[config.mk]
export PLATFORM = sky130hd
export DESIGN_NAME = hmws_halt_seq
export DESIGN_NICKNAME = d
export VERILOG_FILES = /design/src/core/hmws_pkg.sv /design/src/core/hmws_cnt_if.sv /design/src/core/hmws_down_counter.sv /design/src/core/hmws_halt_seq.sv /design/src/core/hmws_wake_detect.sv
export SDC_FILE = /design/constraint.sdc
export NUM_CORES = 1
export LEC_CHECK = 0
export ABC_AREA = 1
export BUFFER_PORTS_ARGS = -buffer_cell sky130_fd_sc_hd__buf_4
export CORE_ASPECT_RATIO = 0.75
export CORE_MARGIN = 2
export CORE_UTILIZATION = 60
export DETAILED_ROUTE_END_ITERATION = 8
export GPL_TIMING_DRIVEN = 1
export PLACE_DENSITY = 0.79
export SLEW_MARGIN = 20
export SYNTH_ARGS = -nofsm -noshare
export SYNTH_HDL_FRONTEND = slang
export SYNTH_SLANG_ARGS = --single-unit
[constraint.sdc]
create_clock -name sys_clk_i -period 4.3 [get_ports sys_clk_i]
set_clock_uncertainty 0.2 [all_clocks]
set_input_delay 0.43 -clock sys_clk_i [delete_from_list [all_inputs] [get_ports sys_clk_i]]
set_output_delay 0.43 -clock sys_clk_i [all_outputs]
set_load 0.02 [all_outputs]
[src/core/hmws_pkg.sv]
// constants, types and helpers shared by the halt entry and wake sequencer
package hmws_pkg;

  localparam int SEQ_CNT_W = 11;

  typedef logic [1:0]           hmws_dsel_type;
  typedef logic [SEQ_CNT_W-1:0] hmws_seq_cnt_type;
  typedef logic [5:0]           hmws_entry_cnt_type;

  typedef enum logic [2:0] {
    ST_RUN,
    ST_FLUSH,
    ST_HALTED,
    ST_OSC_WAIT,
    ST_LOCK,
    ST_RESUME
  } hmws_state_type;

  // flush delay, system clock cycles, per divide select
  localparam hmws_seq_cnt_type FLUSH_DIV01_CYC = 11'h010;
  localparam hmws_seq_cnt_type FLUSH_DIV10_CYC = 11'h020;
  localparam hmws_seq_cnt_type FLUSH_DIV11_CYC = 11'h040;
  localparam hmws_dsel_type    DSEL_DIV10      = 2'h2;
  localparam hmws_dsel_type    DSEL_DIV11      = 2'h3;

  // external clock output goes low this many cycles after the idle instruction
  localparam hmws_entry_cnt_type XCLK_LOW_CYC  = 6'h20;
  // earliest cycle after the idle instruction at which a wake is honoured
  localparam hmws_entry_cnt_type MIN_WAKE_CYC  = 6'h04;
  localparam hmws_entry_cnt_type ENTRY_CNT_RST = 6'h00;

  // lock-up interval, oscillator clock cycles
  localparam int LOCK_CYC_DEF = 131072;
  localparam int LOCK_W_DEF   = 18;

  // lock done to execution resume, system clock cycles
  localparam hmws_seq_cnt_type RESUME_FLASH_CYC = 11'h465;
  localparam hmws_seq_cnt_type RESUME_SINGLE_ACCESS_RAM_CYC = 11'h023;
  localparam hmws_seq_cnt_type SEQ_CNT_RST      = 11'h000;

  function automatic hmws_seq_cnt_type hmws_flush_len(input hmws_dsel_type dsel);
    hmws_seq_cnt_type len;
    len = FLUSH_DIV01_CYC;
    if (dsel == DSEL_DIV10) begin
      len = FLUSH_DIV10_CYC;
    end else if (dsel == DSEL_DIV11) begin
      len = FLUSH_DIV11_CYC;
    end
    return len;
  endfunction

endpackage

[src/core/hmws_cnt_if.sv]
// load, run and count signals between the sequencer and a down counter
`timescale 1ns/1ps
interface hmws_cnt_if #(
  parameter int W = 11
);
  logic         load;
  logic         run;
  logic [W-1:0] load_val;
  logic [W-1:0] count;
  logic         done;

  modport user    (output load, output run, output load_val, input count, input done);
  modport counter (input load, input run, input load_val, output count, output done);
endinterface

[src/core/hmws_down_counter.sv]
// loadable down counter, done while the count stands at one
`timescale 1ns/1ps
module hmws_down_counter #(
  parameter int W = 11
) (
  input  wire logic   sys_clk_i,  // system clock
  input  wire logic   rst_n_i,    // async reset, active low
  hmws_cnt_if.counter cnt_if      // load, run, count
);
  logic [W-1:0] cnt_reg;
  logic [W-1:0] cnt_next;

  always_comb begin
    cnt_next = cnt_reg;
    if (cnt_if.load) begin
      cnt_next = cnt_if.load_val;
    end else if (cnt_if.run && (cnt_reg != '0)) begin
      cnt_next = cnt_reg - W'(1);
    end
  end

  always_ff @(posedge sys_clk_i or negedge rst_n_i) begin
    if (!rst_n_i) begin
      cnt_reg <= '0;
    end else begin
      cnt_reg <= cnt_next;
    end
  end

  assign cnt_if.count = cnt_reg;
  assign cnt_if.done  = (cnt_reg == W'(1));
endmodule

[src/core/hmws_halt_seq.sv]
// halt entry flush, clock shutdown, wake, lock wait and resume sequencer
`timescale 1ns/1ps
// Behaviour
// [RULE1] flush 16/32/64 cycles by divide select
// [RULE2] external access outlasting flush is flagged failed
// [RULE3] halted: peripheral clocks and pll off
// [RULE4] crystal source: oscillator off while halted
// [RULE5] low wake pin restarts oscillator
// [RULE6] wake source holds pin until oscillator stable
// [RULE7] lock wait of 131072 oscillator cycles
// [RULE8] lock wait applies even without pll
// [RULE9] lock end re-enables clocks, then wake interrupt
// [RULE10] no wake before 4 cycles after idle
// [RULE11] external clock low 32..45 cycles after idle
// [RULE12] resume within 1125 flash, 35 ram cycles
// [RULE13] lock counter reloaded on every halt entry
module hmws_halt_seq
  import hmws_pkg::*;
#(
  parameter int LOCK_CYC = hmws_pkg::LOCK_CYC_DEF,  // lock interval, cycles
  parameter int LOCK_W   = hmws_pkg::LOCK_W_DEF     // lock counter width
) (
  input  wire logic                   sys_clk_i,                   // system clock
  input  wire logic                   rst_n_i,                     // async reset, active low
  input  wire logic                   idle_halt_i,                 // idle executed, halt chosen
  input  wire hmws_pkg::hmws_dsel_type clock_divide_select_i,      // divider setting
  input  wire logic                   crystal_source_i,            // crystal or resonator used
  input  wire logic                   pll_used_i,                  // pll enabled by software
  input  wire logic                   osc_stable_i,                // oscillator has settled
  input  wire logic                   wake_pin_i,                  // selected wake pin
  input  wire logic                   wake_int_en_i,               // wake interrupt enabled
  input  wire logic                   flash_sleep_i,               // resuming from sleeping flash
  input  wire logic                   ext_mem_busy_i,              // external access pending
  output logic                        core_clk_en_o,               // core clock gate
  output logic                        periph_clk_en_o,             // peripheral clock gate
  output logic                        pll_en_o,                    // pll power
  output logic                        osc_en_o,                    // oscillator power
  output logic                        external_clock_output_en_o,  // external clock gate
  output logic                        halted_o,                    // in halt mode
  output logic                        cpu_resume_o,                // execution resumes, pulse
  output logic                        wake_irq_o,                  // wake interrupt, pulse
  output logic                        ext_mem_fail_o               // access cut by halt, pulse
);
  hmws_state_type     st_reg;
  hmws_state_type     st_next;
  hmws_entry_cnt_type entry_reg;
  hmws_entry_cnt_type entry_next;
  logic               core_reg;
  logic               core_next;
  logic               periph_reg;
  logic               periph_next;
  logic               pll_reg;
  logic               pll_next;
  logic               osc_reg;
  logic               osc_next;
  logic               xclk_reg;
  logic               xclk_next;
  logic               halted_reg;
  logic               halted_next;
  logic               resume_reg;
  logic               resume_next;
  logic               irq_reg;
  logic               irq_next;
  logic               fail_reg;
  logic               fail_next;
  logic               clk_on_next;

  logic               seq_load;
  logic               seq_run;
  hmws_seq_cnt_type   seq_val;
  logic               lock_load;
  logic               lock_run;
  logic               wake_low;
  logic               wake_fall;

  hmws_cnt_if #(.W(SEQ_CNT_W)) seq_if ();
  hmws_cnt_if #(.W(LOCK_W))    lock_if ();

  assign seq_if.load      = seq_load;
  assign seq_if.run       = seq_run;
  assign seq_if.load_val  = seq_val;
  assign lock_if.load     = lock_load;
  assign lock_if.run      = lock_run;
  assign lock_if.load_val = LOCK_W'(LOCK_CYC);

  hmws_down_counter #(.W(SEQ_CNT_W)) u_seq_cnt (
    .sys_clk_i (sys_clk_i),
    .rst_n_i   (rst_n_i),
    .cnt_if    (seq_if)
  );

  // counts sys_clk_i cycles; held while halted, runs only in lock
  hmws_down_counter #(.W(LOCK_W)) u_lock_cnt (
    .sys_clk_i (sys_clk_i),
    .rst_n_i   (rst_n_i),
    .cnt_if    (lock_if)
  );

  hmws_wake_detect u_wake (
    .sys_clk_i   (sys_clk_i),
    .rst_n_i     (rst_n_i),
    .wake_pin_i  (wake_pin_i),
    .wake_low_o  (wake_low),
    .wake_fall_o (wake_fall)
  );

  // sequencing
  always_comb begin
    st_next     = st_reg;
    seq_load    = 1'b0;
    seq_run     = 1'b1;
    seq_val     = SEQ_CNT_RST;
    lock_load   = 1'b0;
    lock_run    = 1'b0;
    resume_next = 1'b0;
    irq_next    = 1'b0;
    fail_next   = 1'b0;
    case (st_reg)
      ST_RUN: begin
        if (idle_halt_i) begin
          st_next  = ST_FLUSH;
          seq_load = 1'b1;
          seq_val  = hmws_flush_len(clock_divide_select_i);  // [RULE1]
        end
      end
      ST_FLUSH: begin
        if (seq_if.done) begin
          st_next   = ST_HALTED;  // [RULE1]
          fail_next = ext_mem_busy_i;  // [RULE2]
          lock_load = 1'b1;  // [RULE13]
        end
      end
      ST_HALTED: begin
        // early wakes are left pending until the minimum gap has passed
        if ((entry_reg >= MIN_WAKE_CYC) && (wake_low || wake_fall)) begin  // [RULE10]
          st_next = ST_OSC_WAIT;  // [RULE5]
        end
      end
      ST_OSC_WAIT: begin
        // pin is expected to stay low up to here, so no re-check  [RULE6]
        if (osc_stable_i) begin
          st_next = ST_LOCK;
        end
      end
      ST_LOCK: begin
        lock_run = 1'b1;  // [RULE8]
        if (lock_if.done) begin
          st_next  = ST_RESUME;  // [RULE7]
          seq_load = 1'b1;
          seq_val  = flash_sleep_i ? RESUME_FLASH_CYC : RESUME_SINGLE_ACCESS_RAM_CYC;  // [RULE12]
        end
      end
      ST_RESUME: begin
        if (seq_if.done) begin
          st_next     = ST_RUN;
          resume_next = 1'b1;  // [RULE12]
          irq_next    = wake_int_en_i;  // [RULE9]
        end
      end
      default: begin
        st_next = ST_RUN;
      end
    endcase
  end

  // clock, power and pin gates follow the next state
  always_comb begin
    entry_next = entry_reg;
    if (st_next == ST_RUN) begin
      entry_next = ENTRY_CNT_RST;
    end else if (entry_reg != XCLK_LOW_CYC) begin
      entry_next = entry_reg + 6'h01;
    end
    clk_on_next = (st_next == ST_RUN) || (st_next == ST_FLUSH) || (st_next == ST_RESUME);
    core_next   = clk_on_next;  // [RULE9]
    periph_next = clk_on_next;  // [RULE3]
    pll_next    = (clk_on_next || (st_next == ST_LOCK)) && pll_used_i;  // [RULE3]
    osc_next    = (st_next == ST_HALTED) ? !crystal_source_i : 1'b1;  // [RULE4]
    // stays up through the 32nd cycle after idle, then low until ST_RESUME or ST_RUN
    xclk_next   = (st_next == ST_RUN) || (st_next == ST_RESUME) ||
                  (entry_reg < XCLK_LOW_CYC);  // [RULE11]
    halted_next = (st_next == ST_HALTED) || (st_next == ST_OSC_WAIT) ||
                  (st_next == ST_LOCK);
  end

  always_ff @(posedge sys_clk_i or negedge rst_n_i) begin
    if (!rst_n_i) begin
      st_reg     <= ST_RUN;
      entry_reg  <= ENTRY_CNT_RST;
      core_reg   <= 1'b1;
      periph_reg <= 1'b1;
      pll_reg    <= 1'b1;
      osc_reg    <= 1'b1;
      xclk_reg   <= 1'b1;
      halted_reg <= 1'b0;
      resume_reg <= 1'b0;
      irq_reg    <= 1'b0;
      fail_reg   <= 1'b0;
    end else begin
      st_reg     <= st_next;
      entry_reg  <= entry_next;
      core_reg   <= core_next;
      periph_reg <= periph_next;
      pll_reg    <= pll_next;
      osc_reg    <= osc_next;
      xclk_reg   <= xclk_next;
      halted_reg <= halted_next;
      resume_reg <= resume_next;
      irq_reg    <= irq_next;
      fail_reg   <= fail_next;
    end
  end

  assign core_clk_en_o              = core_reg;
  assign periph_clk_en_o            = periph_reg;
  assign pll_en_o                   = pll_reg;
  assign osc_en_o                   = osc_reg;
  assign external_clock_output_en_o = xclk_reg;
  assign halted_o                   = halted_reg;
  assign cpu_resume_o               = resume_reg;
  assign wake_irq_o                 = irq_reg;
  assign ext_mem_fail_o             = fail_reg;

  // cycles spent in lock, for checking only
  logic [LOCK_W-1:0] lock_obs_reg;
  logic [LOCK_W-1:0] lock_obs_next;

  always_comb begin
    lock_obs_next = '0;
    if (st_reg == ST_LOCK) begin
      lock_obs_next = lock_obs_reg + LOCK_W'(1);
    end
  end

  always_ff @(posedge sys_clk_i or negedge rst_n_i) begin
    if (!rst_n_i) begin
      lock_obs_reg <= '0;
    end else begin
      lock_obs_reg <= lock_obs_next;
    end
  end

  a_flush_len_16: assert property (  // [RULE1]
    @(posedge sys_clk_i) disable iff (!rst_n_i)
    (st_reg == ST_RUN && idle_halt_i && clock_divide_select_i < DSEL_DIV10)
    |-> ##16 core_clk_en_o ##1 !core_clk_en_o)
    else $error("core clock not stopped 16 cycles after idle");

  a_flush_len_32: assert property (  // [RULE1]
    @(posedge sys_clk_i) disable iff (!rst_n_i)
    (st_reg == ST_RUN && idle_halt_i && clock_divide_select_i == DSEL_DIV10)
    |-> ##32 core_clk_en_o ##1 !core_clk_en_o)
    else $error("core clock not stopped 32 cycles after idle");

  a_flush_len_64: assert property (  // [RULE1]
    @(posedge sys_clk_i) disable iff (!rst_n_i)
    (st_reg == ST_RUN && idle_halt_i && clock_divide_select_i == DSEL_DIV11)
    |-> ##64 core_clk_en_o ##1 !core_clk_en_o)
    else $error("core clock not stopped 64 cycles after idle");

  a_ext_access_fail: assert property (  // [RULE2]
    @(posedge sys_clk_i) disable iff (!rst_n_i)
    (st_reg == ST_FLUSH && seq_if.done) |=> (ext_mem_fail_o == $past(ext_mem_busy_i)))
    else $error("pending external access not flagged at flush end");

  a_halt_gates_off: assert property (  // [RULE3]
    @(posedge sys_clk_i) disable iff (!rst_n_i)
    (st_reg == ST_HALTED) |-> (!periph_clk_en_o && !pll_en_o && !core_clk_en_o && halted_o))
    else $error("clocks or pll still on while halted");

  a_crystal_osc_off: assert property (  // [RULE4]
    @(posedge sys_clk_i) disable iff (!rst_n_i)
    (st_reg == ST_HALTED && $past(crystal_source_i)) |-> !osc_en_o)
    else $error("oscillator running while halted on crystal");

  a_wake_osc_on: assert property (  // [RULE5]
    @(posedge sys_clk_i) disable iff (!rst_n_i)
    (st_reg == ST_HALTED && !wake_pin_i) |-> ##2 (osc_en_o && st_reg == ST_OSC_WAIT))
    else $error("low wake pin did not restart oscillator");

  a_lock_interval: assert property (  // [RULE7] [RULE8]
    @(posedge sys_clk_i) disable iff (!rst_n_i)
    $rose(core_clk_en_o) |-> (lock_obs_reg == LOCK_W'(LOCK_CYC)))
    else $error("lock interval length wrong");

  a_clocks_back: assert property (  // [RULE9]
    @(posedge sys_clk_i) disable iff (!rst_n_i)
    $rose(core_clk_en_o) |-> (periph_clk_en_o && !halted_o && osc_en_o))
    else $error("clocks not released together at lock end");

  a_wake_irq: assert property (  // [RULE9]
    @(posedge sys_clk_i) disable iff (!rst_n_i)
    cpu_resume_o |-> (wake_irq_o == $past(wake_int_en_i)))
    else $error("wake interrupt not matched to enable at resume");

  a_xclk_low_time: assert property (  // [RULE11]
    @(posedge sys_clk_i) disable iff (!rst_n_i)
    (st_reg == ST_RUN && idle_halt_i) |-> ##32 external_clock_output_en_o
    ##1 !external_clock_output_en_o)
    else $error("external clock not low 32 cycles after idle");

  a_resume_ram: assert property (  // [RULE12]
    @(posedge sys_clk_i) disable iff (!rst_n_i)
    ($rose(core_clk_en_o) && !$past(flash_sleep_i)) |-> ##35 cpu_resume_o)
    else $error("resume from ram not after 35 cycles");

  a_lock_reload: assert property (  // [RULE13]
    @(posedge sys_clk_i) disable iff (!rst_n_i)
    (st_reg == ST_FLUSH && seq_if.done) |=> (lock_if.count == LOCK_W'(LOCK_CYC)))
    else $error("lock counter not reloaded on halt entry");

  a_early_wake_held: assert property (  // [RULE10]
    @(posedge sys_clk_i) disable iff (!rst_n_i)
    (st_reg == ST_HALTED && entry_reg < MIN_WAKE_CYC) |=> (st_reg == ST_HALTED))
    else $error("wake honoured too soon after idle");

endmodule

[src/core/hmws_wake_detect.sv]
// wake pin sampler: low level and falling edge
`timescale 1ns/1ps
module hmws_wake_detect (
  input  wire logic sys_clk_i,   // system clock
  input  wire logic rst_n_i,     // async reset, active low
  input  wire logic wake_pin_i,  // wake pin level
  output logic      wake_low_o,  // pin seen low last cycle
  output logic      wake_fall_o  // pin seen falling last cycle
);
  logic pin_reg;
  logic pin_next;
  logic prev_reg;
  logic prev_next;

  always_comb begin
    pin_next  = wake_pin_i;
    prev_next = pin_reg;
  end

  always_ff @(posedge sys_clk_i or negedge rst_n_i) begin
    if (!rst_n_i) begin
      pin_reg  <= 1'b1;
      prev_reg <= 1'b1;
    end else begin
      pin_reg  <= pin_next;
      prev_reg <= prev_next;
    end
  end

  assign wake_low_o  = !pin_reg;
  assign wake_fall_o = prev_reg && !pin_reg;
endmodule
; ---- Yosys cells after proc, flatten, opt, wreduce, memory -nomap -nowiden
; Index checks and enable logic that the tools add are counted.
[totals]
reg_bits = 48
latch_bits = 0
ramBits = 0
rom_bits = 0
input_bits = 12
out_inout_bits = 9
elab_cells = 86
n_memories = 0
[op_classes]
addsub = 3
multipliers = 0
div_mod_pow = 0
order_cmp = 2
n_eq_ne = 15
shift = 0
n_mux = 31
bitwise = 0
n_reduce_logical = 21
[op_table]
columns = op, n
row1 = $mux W11, 4
row2 = $mux W18, 2
row3 = $pmux W11 S2, 1
row4 = $mux W7, 3
row5 = $eq A18 B1 Y1 const B, 1
row6 = $mux W3, 6
row7 = $pmux W3 S6, 1
row8 = $reduce_bool A18 Y1, 1
row9 = $sub A18 B1 Y18 const B, 1
row10 = $eq A3 B2 Y1 const B, 4
row11 = $eq A3 B3 Y1 const B, 4
row12 = $mux W6, 2
row13 = $eq A11 B1 Y1 const B, 1
row14 = $mux W1, 11
row15 = $reduce_bool A11 Y1, 1
row16 = $sub A11 B1 Y11 const B, 1
row17 = $logic_or A1 B1 Y1, 8
row18 = $add A6 B1 Y6 const B, 1
row19 = $eq A3 B1 Y1 const B, 2
row20 = $ge A6 B3 Y1 const B, 1
row21 = $logic_not A3 Y1, 2
row22 = $lt A6 B6 Y1 const B, 1
row23 = $ne A6 B6 Y1 const B, 1
row24 = $reduce_bool A2 Y1, 3
row25 = other kinds (4), 9

; ---- Depth between registers and ports, before layout
; Gate-level depths: netlist of the first run.
[logic_depth]
depth_word = 11
depth_mapped = 11

; ---- Cells and area by module
; From an unflattened synthesis of the first run, not the netlist that was laid out.
[unflattened]
hier_cells = 450
area_unflattened_um2 = 3255.6
[by_module_without_submodules]
columns = module, instances, cells_per_inst, area_each_um2
row1 = hmws_down_counter at u_lock_cnt, 1, 203, 1388.8
row2 = hmws_halt_seq, 1, 121, 932.1
row3 = hmws_down_counter at u_seq_cnt, 1, 121, 868.3
row4 = hmws_wake_detect, 1, 5, 66.3

; ---- Worst setup path before layout of the first run
; OpenSTA, ideal clock, no wires.
[synth_path]
kind = flip-flop to flip-flop
start = register u_lock_cnt.cnt_reg[0], in the netlist u_lock_cnt.cnt_if.count[0]
end = register u_lock_cnt.cnt_reg[16], in the netlist u_lock_cnt.cnt_if.count[16]
setup_time_ns = 0.118
arrival_time_ns = 1.359
path_slack_ns = 2.623
path_stages_with_launch = 9
n_path_buf = 0
period_less_slack_ns = 1.677
path_cell_list = dfrtp_1 > clkinv_1 > ha_1 > nand2_1 > nor2_1 > nand2_1 > xnor2_1 > nand3_1 > nand2_1
[synth_via]
elab_chain_len = 3
[synth_lines]
columns = element, line
row1 = "start, declared", hmws_down_counter.sv:10  ; logic [W-1:0] cnt_reg;
row2 = "start signal, assigned", hmws_down_counter.sv:26  ; cnt_reg <= cnt_next;
row3 = $sub A18 B1 Y18 / $reduce_bool A18 Y1 (equally long branches), "hmws_down_counter.sv:18, hmws_down_counter.sv:17"
row4 = $mux W18 / $logic_and A1 B1 Y1 (equally long branches), hmws_down_counter.sv:17  ; end else if (cnt_if.run && (cnt_reg != '0)) begin
row5 = $mux W18 / $reduce_bool A2 Y1 (equally long branches), --
; Several ways; a longest one is shown, not always the timed one. The select of a mux whose other input is x is not followed.
; A chain may end at the register's enable or synchronous reset.

; ---- Worst setup path after layout of the first run
[layout_path]
start = register st_reg[1]
end = register u_lock_cnt.cnt_reg[15], in the netlist u_lock_cnt.cnt_if.count[15]
[layout_via]
elab_chain_len = 4
[layout_lines]
columns = element, line
row1 = "start, declared", hmws_halt_seq.sv:44  ; hmws_state_type st_reg;
row2 = "start signal, assigned", hmws_halt_seq.sv:200  ; st_reg <= st_next;
row3 = $eq A3 B3 Y1, hmws_halt_seq.sv:118  ; case (st_reg)
row4 = $mux W1, hmws_halt_seq.sv:118
row5 = $logic_and A1 B1 Y1, hmws_down_counter.sv:17
row6 = $reduce_bool A2 Y1 (no source line), --
; Several ways; a longest one is shown, not always the timed one.

==> impl_summary.log, run 1 <==
INFO  metric outcome = completed
INFO  metric cp_slowest_stage_delay = roughly 0.4 ns
INFO  metric asyncSetResetFlopFracSynth = 100%
INFO  metric tritoncts_clock_tree = done
INFO  metric number_of_synthesized_flops_with_an_enable_pin = 0
INFO  metric synth.yosys.seq_area_share = 39.4%
INFO  metric synth_cell_type_count = 35
INFO  metric worstHoldPathType = primary input to flop
INFO  metric crit_chain = inv_1, nand2_1, nor2_1, nand3_1, inv_1, nor2_1, nand2_2, o21ai_2
INFO  metric syn_area = 3000 um2
INFO  metric grt.total_usage = 24.5%
INFO  metric grt_setup_unrepaired = false
INFO  metric mostFrequentLayoutCell = nand2_1
INFO  metric postCtsResizedCells = 0
INFO  metric yosys_warnings = 0
INFO  metric place_congestion = 0.883
INFO  metric worstSetupStartpointType = flop
INFO  metric post_cts.repair.setup_buffers = 0
INFO  metric syn-instance-count = 390
INFO  metric grt_start_max_net_pins = between 40 and 50
INFO  metric setup_viol = 0
INFO  metric worst_ep_required_time = between 4 and 5 ns
INFO  metric worstSetupPathType = flop to flop
INFO  metric register_area = 1180 um2
INFO  metric drc_errors = 0
INFO  metric numCtsBuffers = 5
INFO  metric layoutNonFillerInstCount = 474
INFO  metric p_leak = 1.74 nW
INFO  metric die_area = 5590 um2
INFO  metric number_of_flip_flops_under_the_largest_register_name = 18
INFO  metric rows = 22
INFO  metric yosysTopAreaCell = dfrtp_1
INFO  metric totalNegativeSetupSlack = 0 ns
INFO  metric worstReg2RegStart = st_reg[1]
INFO  metric post_drt_wl_per_cell = approximately 13 um
INFO  metric fin_nets = roughly 430
INFO  metric global_route.usage.met3 = 4.52%
INFO  metric yosys.area.top_type_share = between 30% and 40%
INFO  metric clock_latency = ~0.30 ns
INFO  metric most-common-layout-cells = 91 x nand2_1, 59 x nor2_1, 49 x inv_1
INFO  metric max_cap_violations = 0
INFO  metric arrival_time_reported_for_the_critical_path_endpoint = 2.08 ns
INFO  metric finalWirelength = 6070 um
INFO  metric layout_setup_ws = 2.20 ns
INFO  metric areaGrowthSynthToFinish = 9.34%
INFO  metric dr.pass1.iters = 5
INFO  metric crit_start = st_reg[1]
INFO  metric synth.top_cells.by_area = dfrtp_1 35%, nand2_1 11%, nand3_1 7.5%
INFO  metric synth_ff_type = dfrtp_1
INFO  metric antenna_cells_inserted = 0
INFO  metric io_buffer_count = 20
INFO  metric total_power = 0.00226 W
INFO  metric final_core_util = 67.7%
INFO  metric worst_setup_hold_path_clk_slew = 0.08 ns
INFO  metric die_h = 65.3 um
INFO  metric antenna_violations_before_repair = 0
INFO  metric starting_density_of_the_core = about three fifths
INFO  metric detail_route.vias_per_cell = 5.22
INFO  metric final_hold_viol_count = 0
INFO  metric overall_die_width = roughly 86 um
INFO  metric relative_max_transition_margin = 60.7%
INFO  metric placed_cells = 465
INFO  metric worstPathMaxFanout = 11
INFO  metric postSynthNetCount = 410
INFO  metric clock_sinks = 47
INFO  metric fillCellCount = 402
INFO  metric met1_track_demand_over_resource_in_global_routing = 35.0%
INFO  metric gr-total-overflow = 0
INFO  metric yosys_register_bits = 47
INFO  metric worst_ir_drop_vdd = 0.000405 V
INFO  metric routed-via-count = around 2500
INFO  metric core_region_area = 4840 um2
INFO  metric grt_met2_use = 39.4%
INFO  metric power_density = 690 nW/um2
INFO  metric drtAntennaViolNets = 0
INFO  metric clk_path_buf_depth = 2
INFO  metric root_buffer = clkbuf_8
INFO  metric grt-busiest-layer = met2
INFO  metric drt_first_iter_violations = 143
INFO  metric cts_hold_buffers = 1
INFO  metric drive_above_1_share = 17.1%
INFO  metric regToRegSetupSlack = between 2 and 2.5 ns
INFO  metric pre_cts_slack = 2.24 ns
INFO  metric average_instance_area_after_synthesis = 7.70 um2
INFO  metric worstMarginPinSlew = 0.590 ns
INFO  metric detailedPlacementHpwl = 4600 um
INFO  metric crit_slowest_cell = dfrtp_1
INFO  metric worst_setup_path_end_kind = flop
INFO  metric min_period_over_period = 48.8%
INFO  metric max_freq = roughly 480 MHz
INFO  metric grt_first_pass_wirelength = 10900 um
INFO  metric cts_max_level = 2
INFO  metric grt_pass1_vias = 2420
INFO  metric worstHoldStart = wake_pin_i
INFO  metric io_pins = 21
INFO  metric post-route-min-period = 2.10 ns
INFO  metric multiInputGateArea = 1590 um2
INFO  metric slew_viol_final = 0
cells by family (layout without fill, tap and decap cells):
group	after synthesis	after routing	share of synthesized area, %
and+or+nand+nor	236	236	39.0
buffers and inverters	57	81	7.79
DFF	47	47	39.4
AOI/OAI and AO/OA	22	22	4.67
xor gates and xnor gates	20	20	5.84
adders and majority gates	8	8	3.33
synthesized netlist by cell type, types with 3 or more instances:
library cell	count
xor2_1	12
xnor2_1	8
nand2_2	4
nor2_4	3
a21oi_1	7
nand2_1	91
nand3_2	3
a21oi_2	3
dfstp_2	5
nand2_4	7
inv_1	49
o21ai_2	5
nand4_1	8
o21ai_0	6
dfrtp_1	42
nor2_1	59
nor2_2	5
nand3_1	45
ha_1	8
worst max-delay path, delay by kind of cell, from the launching register on:
| kind | cells | cell delay (ns) |
|---|---|---|
| compound gates | 1 | 0.05 |
| buf+inv | 2 | 0.45 |
| flops | 1 | 0.40 |
| simple gates | 5 | 0.90 |
stage by stage:
stage / hold slack [ns] / cell area [um2]
after floorplan: -0.0656 / 3000
after global placement: 0.279 / 3190
after detailed placement: 0.282 / 3190
after CTS: 0.0266 / 3280
after global routing: 0.0155 / 3280
final: 0.0372 / 3280
layout make-up:
type | instances | share of cell area (%)
inverters | 52 | 5.95
clock buffers | 5 | 2.10
clock inverters | 3 | 0.457
flip-flops and latches | 47 | 36.0
well taps | 60 | 2.29
repair buffers | 21 | 4.88
multi-input cells | 286 | 48.3
routing by layer:
metal  share of wire, %  vias to the layer above
li1                   -                     1270
met1                 50                     1145
met2                 45                       56
met3                4.6                        2
met4               0.33                        0
met5                  0                        -
worst paths after layout:
check	to	cells after the start
hold reg to reg	u_lock_cnt.cnt_if.count[1]	2
min in group asynchronous	u_seq_cnt.cnt_if.count[3]	2
hold / removal	u_wake.pin_reg	1
setup reg to reg	u_lock_cnt.cnt_if.count[15]	8
max in group asynchronous	entry_reg[2]	2
setup / recovery	u_lock_cnt.cnt_if.count[15]	8
report_power, final:
part           leakage [nW]  switching (W)  internal (W)  total (W)
Clock                0.0477       0.000146      0.000112   0.000258
Sequential            0.601       0.000162      0.000598   0.000760
Combinational          1.09       0.000806      0.000440    0.00125
No activity file was read; power rests on OpenSTA's default activity.
==> run 2: changes to the inputs <==
clock period = 2.1 ns   (was 4.3 ns; I/O delays follow)
==> run 2 against run 1 <==
Effect of this change: combinational power is 110% higher; clock power rose to 2.7 times the previous value; sequential power up 110%; count of clock-buffer cells in the layout increased by 1; cell area grew 3.2%; critical path depth unchanged; flip-flop and latch count is the same; utilization grew 2.2 points; hold slack better by 0.011 ns; final cell count rose by 1.5%; worst setup slack worse by 2.1 ns; global-route usage fell by 0.15 points; largest cell class unchanged.
==> impl_summary.log, run 2 (synthesis results as in run 1) <==
INFO  metric power_density = 1430 nW/um2 (+110%)
INFO  metric drc_errors = 0 (unchanged)
INFO  metric worst_setup_path_end_kind = flop
INFO  metric p_leak = 1.78 nW (+2.4%)
INFO  metric path_common_cell = nand2_1
INFO  metric crit_slowest_cell = dfrtp_1
INFO  metric worst_ep_required_time = 2.08 ns (-2.21 ns)
INFO  metric arrival_time_reported_for_the_critical_path_endpoint = 1.94 ns (-0.14 ns)
INFO  metric finalWirelength = 6270 um (+3.2%)
INFO  metric sw_share = 47.7% (-1.5 points)
INFO  metric worstPathMaxFanout = 10 (-1)
INFO  metric numCtsBuffers = 5 (unchanged)
INFO  metric starting_density_of_the_core = 62.0% (unchanged)
INFO  metric grt_first_pass_wirelength = 10900 um (-0.70%)
INFO  metric most-common-layout-cells = 91 x nand2_1, 59 x nor2_1, 49 x inv_1
INFO  metric grt_setup_unrepaired = false
INFO  metric post_drt_wl_per_cell = 13.0 um (+1.7%)
INFO  metric mostFrequentLayoutCell = nand2_1
INFO  metric worst_setup_hold_path_clk_slew = 0.09 ns (about the same)
INFO  metric comb_power_share = 53.6% (-1.4 points)
INFO  metric gr-total-overflow = 0 (unchanged)
INFO  metric place_congestion = 1.03 (+16%)
INFO  metric antenna_cells_inserted = 0 (unchanged)
INFO  metric power_frac_clock = 14.2% (+2.8 points)
INFO  metric rows = 22 (unchanged)
INFO  metric fillCellCount = 396 (-1.5%)
INFO  metric max_cap_violations = 0 (unchanged)
INFO  metric slew_viol_final = 0 (unchanged)
INFO  metric final_hold_viol_count = 0 (unchanged)
INFO  metric worstMarginPinSlew = 0.583 ns (-0.00652 ns)
INFO  metric outcome = completed
INFO  metric clock_sinks = 47 (unchanged)
INFO  metric die_h = 65.3 um (unchanged)
INFO  metric worstHoldPathType = primary input to flop
INFO  metric switchingPower = 0.00231 W (+110%)
INFO  metric fin_hold_ws = 0.0486 ns (+0.0114 ns)
INFO  metric register_area = 1180 um2 (unchanged)
INFO  metric power.share.sequential = 32.2% (-1.4 points)
INFO  metric relative_max_transition_margin = 61.1% (+0.43 points)
INFO  metric fin_nets = 440 (+1.6%)
INFO  metric total_power = 0.00485 W (+110%)
INFO  metric largest_delay_contributor_family_on_the_critical_path = simple AND/OR/NAND/NOR gates
INFO  metric die_area = 5590 um2 (unchanged)
INFO  metric min_period_over_period = 93.4% (+45 points)
INFO  metric totalNegativeSetupSlack = 0 ns (unchanged)
INFO  metric grt_pass1_vias = 2385 (-1.4%)
INFO  metric dr.pass1.iters = 4 (-1)
INFO  metric antenna_violations_before_repair = 0 (unchanged)
INFO  metric max_freq = 510 MHz (+7.0%)
INFO  metric worstPathBufferInverterCount = 1 (-1)
INFO  metric core_region_area = 4840 um2 (unchanged)
INFO  metric routed-via-count = 2532 (+2.4%)
INFO  metric cp_slowest_stage_delay = 0.46 ns (+0.06 ns)
INFO  metric areaGrowthSynthToFinish = 12.8%
INFO  metric tritoncts_clock_tree = done
INFO  metric clock_latency = 0.30 ns (about the same)
INFO  metric setup_viol = 0 (unchanged)
INFO  metric grt_start_max_net_pins = 48 (unchanged)
INFO  metric clk_path_buf_depth = 2 (unchanged)
INFO  metric worstSetupStartpointType = flop
INFO  metric overall_die_width = 85.7 um (unchanged)
INFO  metric detail_route.vias_per_cell = 5.26 (+0.90%)
INFO  metric final_area = 3390 um2 (+3.2%)
INFO  metric placed_area = 3200 um2 (+0.47%)
INFO  metric power_report.internal_total = 0.00253 W (+120%)
INFO  metric post-route-min-period = 1.96 ns (-0.137 ns)
INFO  metric root_buffer = clkbuf_8
INFO  metric worst_ir_drop_vdd = 0.000733 V (+81%)
INFO  metric drt_first_iter_violations = 191 (+34%)
INFO  metric cts_max_level = 2 (unchanged)
INFO  metric multiInputGateArea = 1590 um2 (+0.16%)
INFO  metric detailedPlacementHpwl = 4630 um (+0.51%)
INFO  metric grt.total_usage = 24.3% (-0.15 points)
INFO  metric drtAntennaViolNets = 0 (unchanged)
INFO  metric drive_above_1_share = 17.8% (+0.66 points)
INFO  metric worstSetupPathType = flop to flop
INFO  metric number_of_flip_flops_under_the_largest_register_name = 18 (unchanged)
INFO  metric crit_chain = clkinvlp_4, ha_2, nand2_1, nor2_1, nand2_1, xnor2_1, nand3_1, nand2_1
INFO  metric io_pins = 21 (unchanged)
INFO  metric io_buffer_count = 20 (unchanged)
## run 2: worst paths after layout
path	cells past startpoint	startpoint	slack, ns	to
worst max-delay path	8	u_lock_cnt.cnt_if.count[0]	0.14	u_lock_cnt.cnt_if.count[16]
worst min-delay path	5	clock_divide_select_i[1]	0.05	u_seq_cnt.cnt_if.count[4]
worst max register to register	8	u_lock_cnt.cnt_if.count[0]	0.14	u_lock_cnt.cnt_if.count[16]
max in group asynchronous	2	rst_n_i	1.04	u_lock_cnt.cnt_if.count[11]
min in group asynchronous	2	rst_n_i	0.26	u_seq_cnt.cnt_if.count[4]
worst min register to register	2	u_lock_cnt.cnt_if.count[1]	0.37	u_lock_cnt.cnt_if.count[1]
## run 2: power groups by stage
stage	logic [W]	clock network, W	registers [W]
floorplan	0.00209	0	0.00150
global placement	0.00252	0	0.00155
detailed placement	0.00255	0	0.00155
CTS	0.00258	0.000699	0.00155
global route	0.00294	0.000739	0.00160
finish	0.00260	0.000689	0.00156
## run 2: layout make-up
type	instances	share of cell area [%]
Multi-Input combinational cell	286	46.9
Clock buffer	6	2.44
Tap cell	60	2.22
Clock inverter	2	1.03
Inverter	52	5.87
Sequential cell	47	34.9
Timing Repair Buffer	28	6.65
## run 2: worst reg2reg max path: cells and delay by family (launching register included)
kind / cells / cell delay [ns]
buf+inv: 1 / 0.21
flops: 1 / 0.46
xor+xnor: 1 / 0.13
simple gates: 5 / 0.57
fa+ha+maj: 1 / 0.28
## run 2: timing repair
action | in CTS | in global routing
resized for setup | 0 | 2
endpoints found under the setup margin | 0 | 9
buffers inserted | 0 | 0
hold endpoints to repair | 47 | 0
hold buffers | 6 | 0
## run 2: layer usage
metal | part of all wire, % | up-vias | global-route usage [%]
met2 | 44 | 78 | 38.2
met1 | 50 | 1169 | 35.3
met5 | 0 | - | 0
met3 | 5.4 | 4 | 4.77
li1 | - | 1281 | -
met4 | 0.51 | 0 | 4.76
## run 2: stage by stage
step	worst slack, ns	util (%)	std cells
2_1_floorplan	0.423	-	390
3_3_place_gp	0.135	66.1	467
6_report	0.140	69.9	481
3_5_place_dp	0.127	66.1	467
4_1_cts	0.0834	69.8	481
5_1_grt	0.0345	69.9	481
